## config.mk

```make
export PLATFORM = sky130hd
export DESIGN_NAME = voltage_monitor_loop
export DESIGN_NICKNAME = d
export VERILOG_FILES = /design/src/design/vmon_pkg.sv /design/src/design/voltage_monitor_loop.sv
export SDC_FILE = /design/constraint.sdc
export NUM_CORES = 1
export LEC_CHECK = 0
export BUFFER_PORTS_ARGS = -buffer_cell sky130_fd_sc_hd__clkbuf_2
export CORE_MARGIN = 4
export CORE_UTILIZATION = 50
export DETAILED_ROUTE_END_ITERATION = 16
export HOLD_SLACK_MARGIN = 0.02
export PLACE_DENSITY = 0.66
export SLEW_MARGIN = 10
export SYNTH_ARGS = -nofsm -noshare
export SYNTH_HDL_FRONTEND = slang
export SYNTH_SLANG_ARGS = --single-unit
```

## constraint.sdc

```tcl
create_clock -name ref_clk -period 3.4 [get_ports ref_clk]
set_input_delay 0.68 -clock ref_clk [delete_from_list [all_inputs] [get_ports ref_clk]]
set_output_delay 0.68 -clock ref_clk [all_outputs]
set_load 0.02 [all_outputs]
```

## src/design/vmon_pkg.sv

```systemverilog
// Package with register map, channel indices and sequencer states
package vmon_pkg;
  // Register offsets for configuration and status
  localparam logic [7:0] ADDR_CONFIG_SIX    = 8'h10;
  localparam logic [7:0] ADDR_CONFIG_SEVEN  = 8'h11;
  localparam logic [7:0] ADDR_SUMMARY       = 8'h12;
  localparam logic [7:0] ADDR_CHANNEL_SEL   = 8'h13;
  localparam logic [7:0] ADDR_EXT_RES_A     = 8'h1F;
  localparam logic [7:0] ADDR_AVERAGING     = 8'h40;
  localparam logic [7:0] ADDR_LIMIT_STATUS  = 8'h41;
  localparam logic [7:0] ADDR_CONFIG_TWO    = 8'h73;
  localparam logic [7:0] ADDR_STATUS_MASK   = 8'h74;
  localparam logic [7:0] ADDR_EXT_RES_B     = 8'h76;
  localparam logic [7:0] ADDR_EXT_RES_C     = 8'h77;
  localparam logic [7:0] ADDR_BYPASS_CONFIG = 8'h7D;
  // Channel indices
  localparam int NUM_CH  = 6;
  localparam int CH_REF  = 0;
  localparam int CH_2V5  = 1;
  localparam int CH_CORE = 2;
  localparam int CH_OWN  = 3;
  localparam int CH_5V   = 4;
  localparam int CH_12V  = 5;
  // Per-channel reading, low limit and high limit offsets
  localparam logic [7:0] READ_ADDR [NUM_CH] =
    '{8'h1E, 8'h20, 8'h21, 8'h22, 8'h23, 8'h24};
  localparam logic [7:0] LOW_ADDR [NUM_CH] =
    '{8'h84, 8'h44, 8'h46, 8'h48, 8'h4A, 8'h4C};
  localparam logic [7:0] HIGH_ADDR [NUM_CH] =
    '{8'h86, 8'h45, 8'h47, 8'h49, 8'h4B, 8'h4D};
  // Extended register that holds each channel's two low bits
  localparam logic [7:0] EXT_ADDR [NUM_CH] =
    '{8'h1F, 8'h76, 8'h76, 8'h76, 8'h76, 8'h77};
  // Bit position of those two bits inside the extended register
  localparam int EXT_POS [NUM_CH] = '{4, 0, 2, 4, 6, 0};
  // Field positions
  localparam int CORE_LOW_EN_BIT = 6;
  localparam int REF_INCLUDE_BIT = 2;
  localparam int SEL_BASE_BIT    = 3;
  localparam int AVG_OFF_BIT     = 3;
  localparam int AVG_LEN_MSB     = 7;
  localparam int AVG_LEN_LSB     = 6;
  // Values after reset
  localparam logic [7:0] RST_CONFIG   = 8'h00;
  localparam logic [7:0] RST_SELECT   = 8'hF8;
  localparam logic [7:0] RST_MASK     = 8'h00;
  localparam logic [7:0] RST_LOW_LIM  = 8'h00;
  localparam logic [7:0] RST_HIGH_LIM = 8'hFF;
  localparam logic [9:0] RST_READING  = 10'h000;
  // Converter scale: nominal rail gives three quarters of full scale
  localparam int        ADC_BITS      = 10;
  localparam logic [9:0] NOMINAL_CODE = 10'h300;
  // Code weights in microvolts per lsb
  localparam int UV_BYPASSED = 1953;
  localparam int UV_12V      = 15920;
  localparam int UV_5V       = 6540;
  localparam int UV_2V5      = 3260;
  localparam int UV_CORE     = 2930;
  localparam int UV_OWN      = 4290;
  localparam int UV_REF      = 2200;
  // Fewest samples in an averaged reading
  localparam logic [5:0] MIN_SAMPLES = 6'h04;
  // Conversion sequencer states, Gray coded in the order idle, start, wait, store
  typedef enum logic [1:0] {
    SEQ_IDLE  = 2'b00,
    SEQ_START = 2'b01,
    SEQ_WAIT  = 2'b11,
    SEQ_STORE = 2'b10
  } seq_state_t;
endpackage

```

## src/design/voltage_monitor_loop.sv

```systemverilog
// Voltage monitor loop: converter sequencing, readings, limits, core-low
//
// Overview of operation
// - One shared converter gives 10-bit results
// - Nominal rail reads three quarters full scale
// - Extended read freezes matching readings until read
// - Config-seven bit 2 includes reference channel
// - Select bits 3..7 include five rails
// - Loop skips every unselected channel
// - Bypassed inputs use 2 V reference
// - Attenuated channels have fixed code weights
// - Reading beyond limit sets channel status
// - Out-of-limit channel can assert alert
// - Averaging length 4 to 32 samples
// - Config-two bit 3 turns averaging off
// - Bypass bits 3..7 skip channel attenuators
// - Own supply attenuator never bypassed
// - Readings are zero after reset
// - Config-six bit 6 enables core-low mode
// - Core below low limit suspends other functions
// - Core back above limit resumes functions
// - Status stays set until its register read
// - Summary bit 0 shows any limit status
`timescale 1ns/1ps
module voltage_monitor_loop (
  // Clock and reset
  input  wire logic       ref_clk,
  input  wire logic       rst,
  // Register access from the slave port front end
  input  wire logic [7:0] reg_addr,
  input  wire logic       reg_wr,
  input  wire logic [7:0] reg_wdata,
  input  wire logic       reg_rd,
  output logic      [7:0] reg_rdata,
  // Shared converter
  output logic            adc_start,
  output logic      [2:0] adc_chan,
  output logic            adc_bypass,
  input  wire logic       adc_done,
  input  wire logic [9:0] adc_result,
  // Alert and suspension of other functions
  output logic            alert_output_n,
  output logic            functions_suspend,
  output logic            error_clear
);

  localparam int N = vmon_pkg::NUM_CH;

  // Configuration registers
  logic [7:0] config_six;              // Core-low enable
  logic [7:0] config_seven;            // Reference channel include
  logic [7:0] channel_select_config;   // Rail includes
  logic [7:0] averaging_config;        // Averaging length
  logic [7:0] config_two;              // Averaging off
  logic [7:0] attenuator_bypass_config;// Attenuator bypass
  logic [7:0] status_mask;             // Alert mask

  // Per-channel state
  logic [7:0] low_lim  [N];            // Low limits
  logic [7:0] high_lim [N];            // High limits
  logic [9:0] reading  [N];            // Shown results
  logic       lock     [N];            // Frozen by extended read
  logic       stat     [N];            // Sticky out-of-limit bits
  logic [N-1:0] chan_en;               // Channels in the loop
  logic [N-1:0] stat_vec;              // Status as a vector
  logic [N-1:0] bypass_vec;            // Bypass per channel

  // Sequencer
  vmon_pkg::seq_state_t state;         // Current state
  logic [2:0]  cur_ch;                 // Channel being converted
  logic [14:0] acc;                    // Sample accumulator
  logic [5:0]  samp_cnt;               // Samples taken
  logic [5:0]  samp_total;             // Samples needed
  logic [9:0]  final_res;              // Finished result
  logic        store;                  // One-cycle result strobe
  logic        avg_off;                // Single-sample mode
  logic [1:0]  avg_code;               // Averaging length code
  logic [15:0] sum_next;               // Accumulator plus sample
  logic [2:0]  next_ch;                // Next enabled channel

  // Core-low mode
  logic core_low;                      // Core under its low limit
  logic core_low_d;                    // Previous value for edge

  // Read strobe and status summary
  logic rd_status;                     // Limit status register read
  logic any_stat_set;                  // A status bit is set

  // Channel enables from the configuration
  always_comb begin
    chan_en[vmon_pkg::CH_REF] =
      config_seven[vmon_pkg::REF_INCLUDE_BIT];
    chan_en[vmon_pkg::CH_12V]  = channel_select_config[3];
    chan_en[vmon_pkg::CH_5V]   = channel_select_config[4];
    chan_en[vmon_pkg::CH_CORE] = channel_select_config[5];
    chan_en[vmon_pkg::CH_2V5]  = channel_select_config[6];
    chan_en[vmon_pkg::CH_OWN]  = channel_select_config[7];
  end

  // Attenuator bypass per channel; own supply is always attenuated
  always_comb begin
    bypass_vec[vmon_pkg::CH_REF]  = attenuator_bypass_config[3];
    bypass_vec[vmon_pkg::CH_2V5]  = attenuator_bypass_config[4];
    bypass_vec[vmon_pkg::CH_CORE] = attenuator_bypass_config[5];
    bypass_vec[vmon_pkg::CH_5V]   = attenuator_bypass_config[6];
    bypass_vec[vmon_pkg::CH_12V]  = attenuator_bypass_config[7];
    bypass_vec[vmon_pkg::CH_OWN]  = 1'b0;
  end

  // Pick the next enabled channel after the current one, round robin
  function automatic logic [2:0] pick_next(input logic [2:0] cur,
                                           input logic [N-1:0] en);
    logic [2:0] idx;
    logic [2:0] sel;
    sel = cur;
    for (int k = N; k >= 1; k--) begin
      idx = 3'((int'(cur) + k) % N);
      if (en[idx]) begin
        sel = idx;
      end
    end
    return sel;
  endfunction

  // Averaging settings
  always_comb begin
    avg_off    = config_two[vmon_pkg::AVG_OFF_BIT];
    avg_code   = averaging_config[vmon_pkg::AVG_LEN_MSB:
                                  vmon_pkg::AVG_LEN_LSB];
    samp_total = avg_off ? 6'h01
                         : 6'(vmon_pkg::MIN_SAMPLES << avg_code);
    sum_next   = {1'b0, acc} + {6'h00, adc_result};
    next_ch    = pick_next(cur_ch, chan_en);
  end

  // Converter drive: a start pulse, the channel and its bypass
  always_comb begin
    adc_start  = (state == vmon_pkg::SEQ_START);
    adc_chan   = cur_ch;
    adc_bypass = bypass_vec[cur_ch];
  end

  // Conversion sequencer walking the enabled channels
  always_ff @(posedge ref_clk) begin
    if (rst) begin
      state     <= vmon_pkg::SEQ_IDLE;
      cur_ch    <= 3'h0;
      acc       <= 15'h0000;
      samp_cnt  <= 6'h00;
      final_res <= vmon_pkg::RST_READING;
    end else begin
      case (state)
        // Wait for any channel to be included
        vmon_pkg::SEQ_IDLE: begin
          if (|chan_en) begin
            cur_ch <= next_ch;
            state  <= vmon_pkg::SEQ_START;
          end
        end
        // One-cycle start request to the converter
        vmon_pkg::SEQ_START: begin
          state <= vmon_pkg::SEQ_WAIT;
        end
        // Gather samples until the averaging length is reached
        vmon_pkg::SEQ_WAIT: begin
          if (adc_done) begin
            // Greater-or-equal ends a reading cut short by a shorter length
            if (samp_cnt + 6'h01 >= samp_total) begin
              if (avg_off) begin
                final_res <= adc_result;
              end else begin
                // Shift amount widened so codes 2 and 3 do not wrap
                final_res <= 10'(sum_next >> (3'(avg_code) + 3'd2));
              end
              acc      <= 15'h0000;
              samp_cnt <= 6'h00;
              state    <= vmon_pkg::SEQ_STORE;
            end else begin
              acc      <= sum_next[14:0];
              samp_cnt <= samp_cnt + 6'h01;
              state    <= vmon_pkg::SEQ_START;
            end
          end
        end
        // Result is published; move on or rest if nothing enabled
        vmon_pkg::SEQ_STORE: begin
          cur_ch <= next_ch;
          state  <= (|chan_en) ? vmon_pkg::SEQ_START
                               : vmon_pkg::SEQ_IDLE;
        end
        default: begin
          state <= vmon_pkg::SEQ_IDLE;
        end
      endcase
    end
  end

  assign store = (state == vmon_pkg::SEQ_STORE);

  // Configuration register writes
  always_ff @(posedge ref_clk) begin
    if (rst) begin
      config_six               <= vmon_pkg::RST_CONFIG;
      config_seven             <= vmon_pkg::RST_CONFIG;
      channel_select_config    <= vmon_pkg::RST_SELECT;
      averaging_config         <= vmon_pkg::RST_CONFIG;
      config_two               <= vmon_pkg::RST_CONFIG;
      attenuator_bypass_config <= vmon_pkg::RST_CONFIG;
      status_mask              <= vmon_pkg::RST_MASK;
    end else if (reg_wr) begin
      case (reg_addr)
        vmon_pkg::ADDR_CONFIG_SIX:    config_six <= reg_wdata;
        vmon_pkg::ADDR_CONFIG_SEVEN:  config_seven <= reg_wdata;
        vmon_pkg::ADDR_CHANNEL_SEL:   channel_select_config <= reg_wdata;
        vmon_pkg::ADDR_AVERAGING:     averaging_config <= reg_wdata;
        vmon_pkg::ADDR_CONFIG_TWO:    config_two <= reg_wdata;
        vmon_pkg::ADDR_STATUS_MASK:   status_mask <= reg_wdata;
        vmon_pkg::ADDR_BYPASS_CONFIG: begin
          attenuator_bypass_config <= reg_wdata;
        end
        default: begin
        end
      endcase
    end
  end

  assign rd_status = reg_rd && (reg_addr == vmon_pkg::ADDR_LIMIT_STATUS);

  // Per-channel limits, readings, read lock and sticky status
  for (genvar i = 0; i < N; i++) begin : g_ch
    logic hit;                         // Store for this channel
    logic out_of_limit;                // Result beyond a limit
    assign hit = store && (cur_ch == 3'(i));
    assign out_of_limit = (final_res[9:2] > high_lim[i]) ||
                          (final_res[9:2] < low_lim[i]);

    // Limit registers
    always_ff @(posedge ref_clk) begin
      if (rst) begin
        low_lim[i]  <= vmon_pkg::RST_LOW_LIM;
        high_lim[i] <= vmon_pkg::RST_HIGH_LIM;
      end else if (reg_wr) begin
        if (reg_addr == vmon_pkg::LOW_ADDR[i]) begin
          low_lim[i] <= reg_wdata;
        end
        if (reg_addr == vmon_pkg::HIGH_ADDR[i]) begin
          high_lim[i] <= reg_wdata;
        end
      end
    end

    // Lock set by extended read, released by reading the main byte
    always_ff @(posedge ref_clk) begin
      if (rst) begin
        lock[i] <= 1'b0;
      end else if (reg_rd && reg_addr == vmon_pkg::EXT_ADDR[i]) begin
        lock[i] <= 1'b1;
      end else if (reg_rd && reg_addr == vmon_pkg::READ_ADDR[i]) begin
        lock[i] <= 1'b0;
      end
    end

    // Shown reading, held while locked
    always_ff @(posedge ref_clk) begin
      if (rst) begin
        reading[i] <= vmon_pkg::RST_READING;
      end else if (hit && !lock[i]) begin
        reading[i] <= final_res;
      end
    end

    // Sticky status: a new event wins over the clearing read
    always_ff @(posedge ref_clk) begin
      if (rst) begin
        stat[i] <= 1'b0;
      end else if (hit && out_of_limit) begin
        stat[i] <= 1'b1;
      end else if (rd_status) begin
        stat[i] <= 1'b0;
      end
    end

    assign stat_vec[i] = stat[i];

    // Out-of-limit result must set the status bit next cycle
    chan_stat_a: assert property (@(posedge ref_clk) disable iff (rst)
      hit && out_of_limit |=> stat[i])
      else $error("status bit missed an out-of-limit reading");
    // A locked reading must not change on a new result
    chan_lock_a: assert property (@(posedge ref_clk) disable iff (rst)
      lock[i] && !reg_rd |=> $stable(reading[i]))
      else $error("locked reading changed");
  end

  assign any_stat_set = |stat_vec;

  // Core-low detection on each core result while the mode is on
  always_ff @(posedge ref_clk) begin
    if (rst) begin
      core_low <= 1'b0;
    end else if (!config_six[vmon_pkg::CORE_LOW_EN_BIT]) begin
      core_low <= 1'b0;
    end else if (store && cur_ch == 3'(vmon_pkg::CH_CORE)) begin
      core_low <= final_res[9:2] < low_lim[vmon_pkg::CH_CORE];
    end
  end

  // Suspension level and one-cycle error clear on entering core-low
  always_ff @(posedge ref_clk) begin
    if (rst) begin
      core_low_d        <= 1'b0;
      functions_suspend <= 1'b0;
      error_clear       <= 1'b0;
    end else begin
      core_low_d        <= core_low;
      functions_suspend <= core_low;
      error_clear       <= core_low && !core_low_d;
    end
  end

  // Alert: any unmasked status bit drives the pin low
  always_ff @(posedge ref_clk) begin
    if (rst) begin
      alert_output_n <= 1'b1;
    end else begin
      alert_output_n <= ~|(stat_vec & ~status_mask[N-1:0]);
    end
  end

  // Register read data, registered one cycle after the strobe
  always_ff @(posedge ref_clk) begin
    if (rst) begin
      reg_rdata <= 8'h00;
    end else if (reg_rd) begin
      reg_rdata <= 8'h00;
      case (reg_addr)
        vmon_pkg::ADDR_CONFIG_SIX:    reg_rdata <= config_six;
        vmon_pkg::ADDR_CONFIG_SEVEN:  reg_rdata <= config_seven;
        vmon_pkg::ADDR_SUMMARY:       reg_rdata <= {7'h00, any_stat_set};
        vmon_pkg::ADDR_CHANNEL_SEL:   reg_rdata <= channel_select_config;
        vmon_pkg::ADDR_AVERAGING:     reg_rdata <= averaging_config;
        vmon_pkg::ADDR_LIMIT_STATUS:  reg_rdata <= {2'b00, stat_vec};
        vmon_pkg::ADDR_CONFIG_TWO:    reg_rdata <= config_two;
        vmon_pkg::ADDR_STATUS_MASK:   reg_rdata <= status_mask;
        vmon_pkg::ADDR_BYPASS_CONFIG: begin
          reg_rdata <= attenuator_bypass_config;
        end
        default: begin
          for (int j = 0; j < N; j++) begin
            if (reg_addr == vmon_pkg::READ_ADDR[j]) begin
              reg_rdata <= reading[j][9:2];
            end
            if (reg_addr == vmon_pkg::LOW_ADDR[j]) begin
              reg_rdata <= low_lim[j];
            end
            if (reg_addr == vmon_pkg::HIGH_ADDR[j]) begin
              reg_rdata <= high_lim[j];
            end
          end
        end
      endcase
      // Extended registers gather the two low bits of several channels
      for (int j = 0; j < N; j++) begin
        if (reg_addr == vmon_pkg::EXT_ADDR[j]) begin
          reg_rdata[vmon_pkg::EXT_POS[j] +: 2] <= reading[j][1:0];
        end
      end
    end
  end

  // Converter is only started on an enabled channel
  skip_disabled_a: assert property (@(posedge ref_clk) disable iff (rst)
    adc_start && $stable(chan_en) |-> chan_en[adc_chan])
    else $error("converter started on an excluded channel");
  // Reference channel excluded when its include bit is clear
  ref_include_a: assert property (@(posedge ref_clk) disable iff (rst)
    adc_start && $stable(config_seven) && !config_seven[2]
      |-> adc_chan != 3'h0)
    else $error("reference channel converted while excluded");
  // Own supply never bypassed
  own_bypass_a: assert property (@(posedge ref_clk) disable iff (rst)
    adc_chan == 3'h3 |-> !adc_bypass)
    else $error("own supply attenuator bypassed");
  // 12 V bypass follows its bit
  bypass_12v_a: assert property (@(posedge ref_clk) disable iff (rst)
    adc_start && adc_chan == 3'h5 |->
      adc_bypass == attenuator_bypass_config[7])
    else $error("12 V bypass does not follow its bit");
  // Single conversion per reading with averaging off
  avg_off_a: assert property (@(posedge ref_clk) disable iff (rst)
    state == vmon_pkg::SEQ_WAIT && adc_done && config_two[3]
      |=> state == vmon_pkg::SEQ_STORE)
    else $error("averaging not bypassed");
  // Sample count follows the length code
  avg_len_a: assert property (@(posedge ref_clk) disable iff (rst)
    !config_two[3] |-> samp_total == (6'h04 << averaging_config[7:6]))
    else $error("wrong averaging length");
  // Summary bit mirrors the limit status
  summary_bit_a: assert property (@(posedge ref_clk) disable iff (rst)
    reg_rd && reg_addr == 8'h12 |=> reg_rdata[0] == $past(any_stat_set))
    else $error("summary bit wrong");
  // Status cleared by its read when nothing new sets it
  status_clear_a: assert property (@(posedge ref_clk) disable iff (rst)
    rd_status && !store |=> !any_stat_set)
    else $error("status not cleared by read");
  // Core-low suspends on the next cycle and clears errors once
  core_suspend_a: assert property (@(posedge ref_clk) disable iff (rst)
    $rose(core_low) |=> functions_suspend && error_clear)
    else $error("core-low did not suspend functions");
  // Leaving core-low releases the suspension next cycle
  core_resume_a: assert property (@(posedge ref_clk) disable iff (rst)
    $fell(core_low) |=> !functions_suspend)
    else $error("functions not resumed");

endmodule

```

==> impl_metrics.ini, run 1 <==
[outcome]
outcome = completed

[logic_synthesis]
synth_common_cells = edfxtp_1 (168), nand2_1 (140), nor2_1 (128), a21oi_1 (121), ha_1 (120)
syn_area_mm2 = 0.0166
synth_top_area_share_pct = 30.4
synth_top_flop_cell = edfxtp_1
synth_top_area_cell = edfxtp_1
synth_edf_count = 168
synth_seq_area_share_pct = 42.9
ys_async_sr_fraction_pct = 0
ys_ff_latch = 272
synth.most_common_cell = edfxtp_1
synthCells = 1798
synth.net_count = 1950
yosysUniqueCellTypes = 78
synthTopCellsByArea = edfxtp_1 (30%), dfxtp_1 (13%), ha_1 (9.0%)
syn_avg_cell_area_um2 = 9.24
yosysWarnings = 0

[global_route]
grt_pass1_vias = 14000
grt_use_met1_pct = 41.8
grt_first_pass_wirelength_um = 87600
overflow = 0
antenna_found_initial = 2
grt_max_degree = 44
met3_usage_pct = 5.00
grtUsageTotal_pct = 31.7
globalRouteMet2Util_pct = 52.0
grt_busiest_layer = met2

[timing]
hold_violations = 0
hold_ws_ps = 398
slew_violations = 0
finalCritPeriodShare_pct = 95.8
maxSlewHeadroom_pct = 11.9
final-setup-viol-count = 0
fmax_ghz = 0.307
worst_slack_ps = 142
rsz0062_at_grt = false
tightest_slew_ps = 1300
min_period_ps = 3260
skew_ps = 8.64

[worst_setup_path]
end_kind = register
setup.worst_path.class = register to register
crit_family = compound AO/OA/AOI/OAI gates
critPathSlowestCell = o311ai_0
crit_chain = ha_1 -> o21a_1 -> o21ai_0 -> a21oi_1 -> o21bai_1 -> a21oi_1 -> o311ai_0 -> nand2_1
cpPeakStageDelay_ps = 1110
cpMostUsedCell = a21oi_1
crit_fanout = 7
cp_data_arrival_time_ps = 3560
start_kind = register
crit_required_ps = 3700
crit_buf_inv = 0

[placed_design]
place_ws_ps = -32.3
dp_cells = 2290
postPlaceCellArea_mm2 = 0.0179
hpwl_um = 44000
portBuffers = 46
place.gp.congestion = 1.05

[finish]
final_cells = 2350
layout.nets = 2033
final_layout_size_suffix_gt1_share_pct = 14.2
seq_area_mm2 = 0.00713
syn_to_final_growth_pct = 13.6
fillCellCount = 2946
final_area_mm2 = 0.0189
multi_input_area_mm2 = 0.00864

[detailed_routing]
drc = 0
vias = 14900
routedWlPerCell_um = 25.0
drt_pre_antenna_iters = 6
detail-route-antenna-nets = 0
drt_iter0_drc = 1757
drt_wl_total_um = 58600
viasPerCell = 6.32

[floorplanning]
die_y_um = 190
die_width_um = 190
initial_utilization_pct = 50.9
ioPinCount = 47
die_area_mm2 = 0.0362
rows = 66
core_area_mm2 = 0.0326

[clocking]
clock_sinks = 272
htree_levels = 1
ctsHoldBuffers = 0
clkTransAtPathRegs_ps = 70
clock-root-buffer = clkbuf_16
insertion_delay_ps = 580
cts_setup_buffers = 0
cts_tree = yes
clock_path_buffers = 3
post_cts_resized = 0
cts_buffers = 31

[pwr]
p_per_area_mw_per_mm2 = 456
ir_drop_mv = 0.453
p_leak_nw = 7.99

[worst_hold_path]
min_path_type = input pin to register

[flow_run]
cap_violations = 0
-- sequential cells by signal, summed over array words and instances, names as in the netlist, 10 cells and up --
signal / cells
acc: 15
final_res: 10
high_lim: 48
low_lim: 48
reading: 60
-- layout by cell type (no fill, tap or decap), drive strengths merged, types with 7 or more instances in the layout --
| cell type | count |
|---|---|
| mux2 | 11 |
| a21o | 49 |
| dfxtp | 104 |
| a21oi | 121 |
| o21a | 20 |
| a211oi | 25 |
| xnor2 | 10 |
| o211ai | 11 |
| nand3 | 91 |
| and2 | 65 |
| nand2b | 27 |
| a221oi | 21 |
| nor3 | 39 |
| o22ai | 11 |
| o221ai | 10 |
| or3 | 49 |
| nand2 | 140 |
| o21bai | 11 |
| a22oi | 34 |
| clkbuf | 83 |
| a222oi | 10 |
| nand3b | 9 |
| a31oi | 7 |
| mux2i | 18 |
| nor2b | 15 |
| inv | 119 |
| ha | 120 |
| buf | 115 |
| nor4 | 11 |
| nand4 | 16 |
| nor2 | 132 |
| clkinv | 16 |
| or2 | 18 |
| edfxtp | 168 |
| o21ai | 67 |
| and3 | 44 |
-- final cells by class --
cell class              count  share of cell area, %
diodes                      2                 0.0265
repair buffers            160                   5.90
inverters                 117                   2.33
well taps                 442                   2.93
multi-input cells        1299                   45.8
clock buffers              38                   4.46
flip-flops and latches    272                   37.8
clock inverters            20                  0.802
-- metal layers --
| layer | up-vias | routed length (µm) |
|---|---|---|
| met5 | - | 0 |
| met1 | 7159 | 23500 |
| met2 | 727 | 27200 |
| met4 | 0 | 3250 |
| met3 | 182 | 4740 |
| li1 | 6793 | - |
-- path summary, 6_finish.rpt --
path,from,end,slack (ps),cells past startpoint
worst max-delay path,final_res[4],stat[1],140,8
worst min-delay path,adc_result[3],final_res[3],400,3
worst max register to register,final_res[4],stat[1],140,8
worst min register to register,core_low_d,error_clear,410,1
-- per-stage QoR --
stage          util, %  power, mW  setup TNS, ps
5_1_grt           57.9       8.93              0
3_5_place_dp      54.8       5.35          -32.3
6_report          57.9       8.62              0
3_3_place_gp      54.8       5.32          -95.4
2_1_floorplan        -       4.85              0
4_1_cts           57.8       8.59              0
-- logic make-up after synthesis --
group	count (synthesis)	share of synthesized area, %
AND/OR/NAND/NOR	678	21.3
AO/OA/AOI/OAI	454	18.4
flip-flops	272	42.9
buffers and inverters	227	5.31
adder cells (fa/ha/maj)	121	9.16
multiplexers	31	2.10
XOR/XNOR	15	0.791
-- power by group --
group / leakage, nW / internal (mW) / total [mW] / switching [mW]
logic: 4.97 / 0.583 / 1.60 / 1.02
registers: 2.52 / 3.62 / 3.73 / 0.108
clock network: 0.500 / 1.85 / 3.28 / 1.44
total: 7.99 / 6.05 / 8.62 / 2.56
-- worst register-to-register path: stages, from the launching register on --
cell and delay, ps:
dfxtp_1 700, ha_1 360, o21a_1 110, o21ai_0 160, a21oi_1 100, o21bai_1 150, a21oi_1 130, o311ai_0 1110
nand2_1 150
No activity file was read; power rests on OpenSTA's default activity.
==> inputs of run 2 (changes only) <==
Settings changed: PLACE_DENSITY 0.66 to 0.63.
Clock period 3.4 ns to 3.9 ns, I/O delays scaled along.
==> run 2 against run 1 <==
  * Sequential power down 13%
  * Critical path type unchanged
  * Maximum frequency down 7.9%
  * Die area unchanged
  * Register-to-register slack better by 220 ps
  * First-iteration DRC count down 8.2%
==> impl_metrics.ini, run 2 (same netlist as run 1, synthesis figures left out) <==
[finish]
final_cells = 2304
syn_to_final_growth_pct = 12.0
final_layout_size_suffix_gt1_share_pct = 11.7
seq_area_mm2 = 0.00713
n_antenna_cell = 0
multi_input_area_mm2 = 0.00863
reg_top3 = reading (60), high_lim (48), low_lim (48)
layout.nets = 1989
largest_reg_flops = 60
final_common_cell = edfxtp_1
layout_common_cells = edfxtp_1 (168), nand2_1 (140), nor2_1 (128)
fillCellCount = 2939
regMostFlops = reading

[placed_design]
dp_cells = 2246
place_ws_ps = 282
portBuffers = 46
place.gp.congestion = 1.03
hpwl_um = 42400

[timing]
slew_violations = 0
skew_ps = 11.7
min_period_ps = 3540
fmax_ghz = 0.283
rsz0062_at_grt = false
maxSlewHeadroom_pct = 27.2
finalCritPeriodShare_pct = 90.7
hold_ws_ps = 410
hold_violations = 0
final-setup-viol-count = 0
tightest_slew_ps = 1090
setup_tns_ps = 0
worst_slack_ps = 364

[pwr]
p_leak_nw = 7.80
pwr-share-comb_pct = 17.7
p_sw_mw = 2.21
ir_drop_mv = 0.350
p_clk_share_pct = 40.1
p_per_area_mw_per_mm2 = 413
intPower_mw = 5.47
finalPower_mw = 7.68
p_sw_share_pct = 28.8
power.share.sequential_pct = 42.2

[clocking]
clock_sinks = 272
cts_tree = yes
insertion_delay_ps = 580
clock_path_buffers = 3
cts_buffers = 31
clock-root-buffer = clkbuf_16
htree_levels = 1
cts_setup_buffers = 0
clkTransAtPathRegs_ps = 60

[detailed_routing]
viasPerCell = 6.36
drc = 0
vias = 14700
detail-route-antenna-nets = 0
routedWlPerCell_um = 25.4
drt_wl_total_um = 58500
drt_iter0_drc = 1613
drt_pre_antenna_iters = 6

[worst_hold_path]
min_path_type = register to register

[global_route]
overflow = 0
antenna_found_initial = 1
grt_pass1_vias = 14000
grt_first_pass_wirelength_um = 87700
grtUsageTotal_pct = 31.6
grt_max_degree = 94

[floorplanning]
die_width_um = 190
ioPinCount = 47
die_area_mm2 = 0.0362
rows = 66
initial_utilization_pct = 50.9
core_area_mm2 = 0.0326
die_y_um = 190

[outcome]
outcome = completed

[worst_setup_path]
setup.worst_path.class = register to register
start_kind = register
crit_required_ps = 4360
cp_data_arrival_time_ps = 4000
end_kind = register
crit_fanout = 9

[flow_run]
cap_violations = 0
run 2: layout make-up:
cell class / instances / share of cell area [%]
clock buffers: 43 / 4.91
repair buffers: 116 / 4.27
flip-flops and latches: 272 / 38.3
multi-input cells: 1299 / 46.3
clock inverters: 15 / 0.867
inverters: 117 / 2.36
well taps: 442 / 2.97
run 2: through the flow:
stage               area [µm²]  utilization (%)
floorplan                16600                -
global placement         17500             53.7
detailed placement       17500             53.7
global route             18600             57.1
finish                   18600             57.1
CTS                      18600             57.0
run 2: final timing paths:
kind	from	endpoint	cells past startpoint	slack, ps
setup reg to reg	adc_chan[2]	adc_chan[0]	13	360
hold reg to reg	core_low_d	error_clear	1	410
setup / recovery	adc_chan[2]	adc_chan[0]	13	360
hold / removal	core_low_d	error_clear	1	410
run 2: power groups by stage:
stage / combinational [mW] / clock [mW] / sequential, mW
final: 1.36 / 3.08 / 3.24
after global routing: 1.50 / 3.21 / 3.25
after CTS: 1.33 / 3.09 / 3.24
after detailed placement: 1.32 / 0 / 3.30
after global placement: 1.31 / 0 / 3.30
after floorplan: 0.939 / 0 / 3.28
run 2: worst max-delay path: stages, from the launching register on:
cell,delay [ps]
dfxtp_1,420
inv_1,130
ha_1,320
a21oi_1,270
inv_1,110
ha_1,320
nand3b_1,180
a211oi_1,380
o21ai_0,180
a21boi_0,170
o21ai_1,290
o31ai_4,110
a31oi_1,180
mux2_2,340
run 2: layer usage:
| metal | routed length (µm) | track usage [%] |
|---|---|---|
| met4 | 2600 | 11.6 |
| met2 | 27200 | 51.6 |
| met3 | 4720 | 3.88 |
| met1 | 23900 | 43.6 |
| met5 | 0 | 0 |
run 2: timing repair:
action	4_1_cts	5_1_grt
setup endpoints to repair	0	1
hold endpoints to repair	0	0
gates resized for setup	0	3
hold buffers	0	0
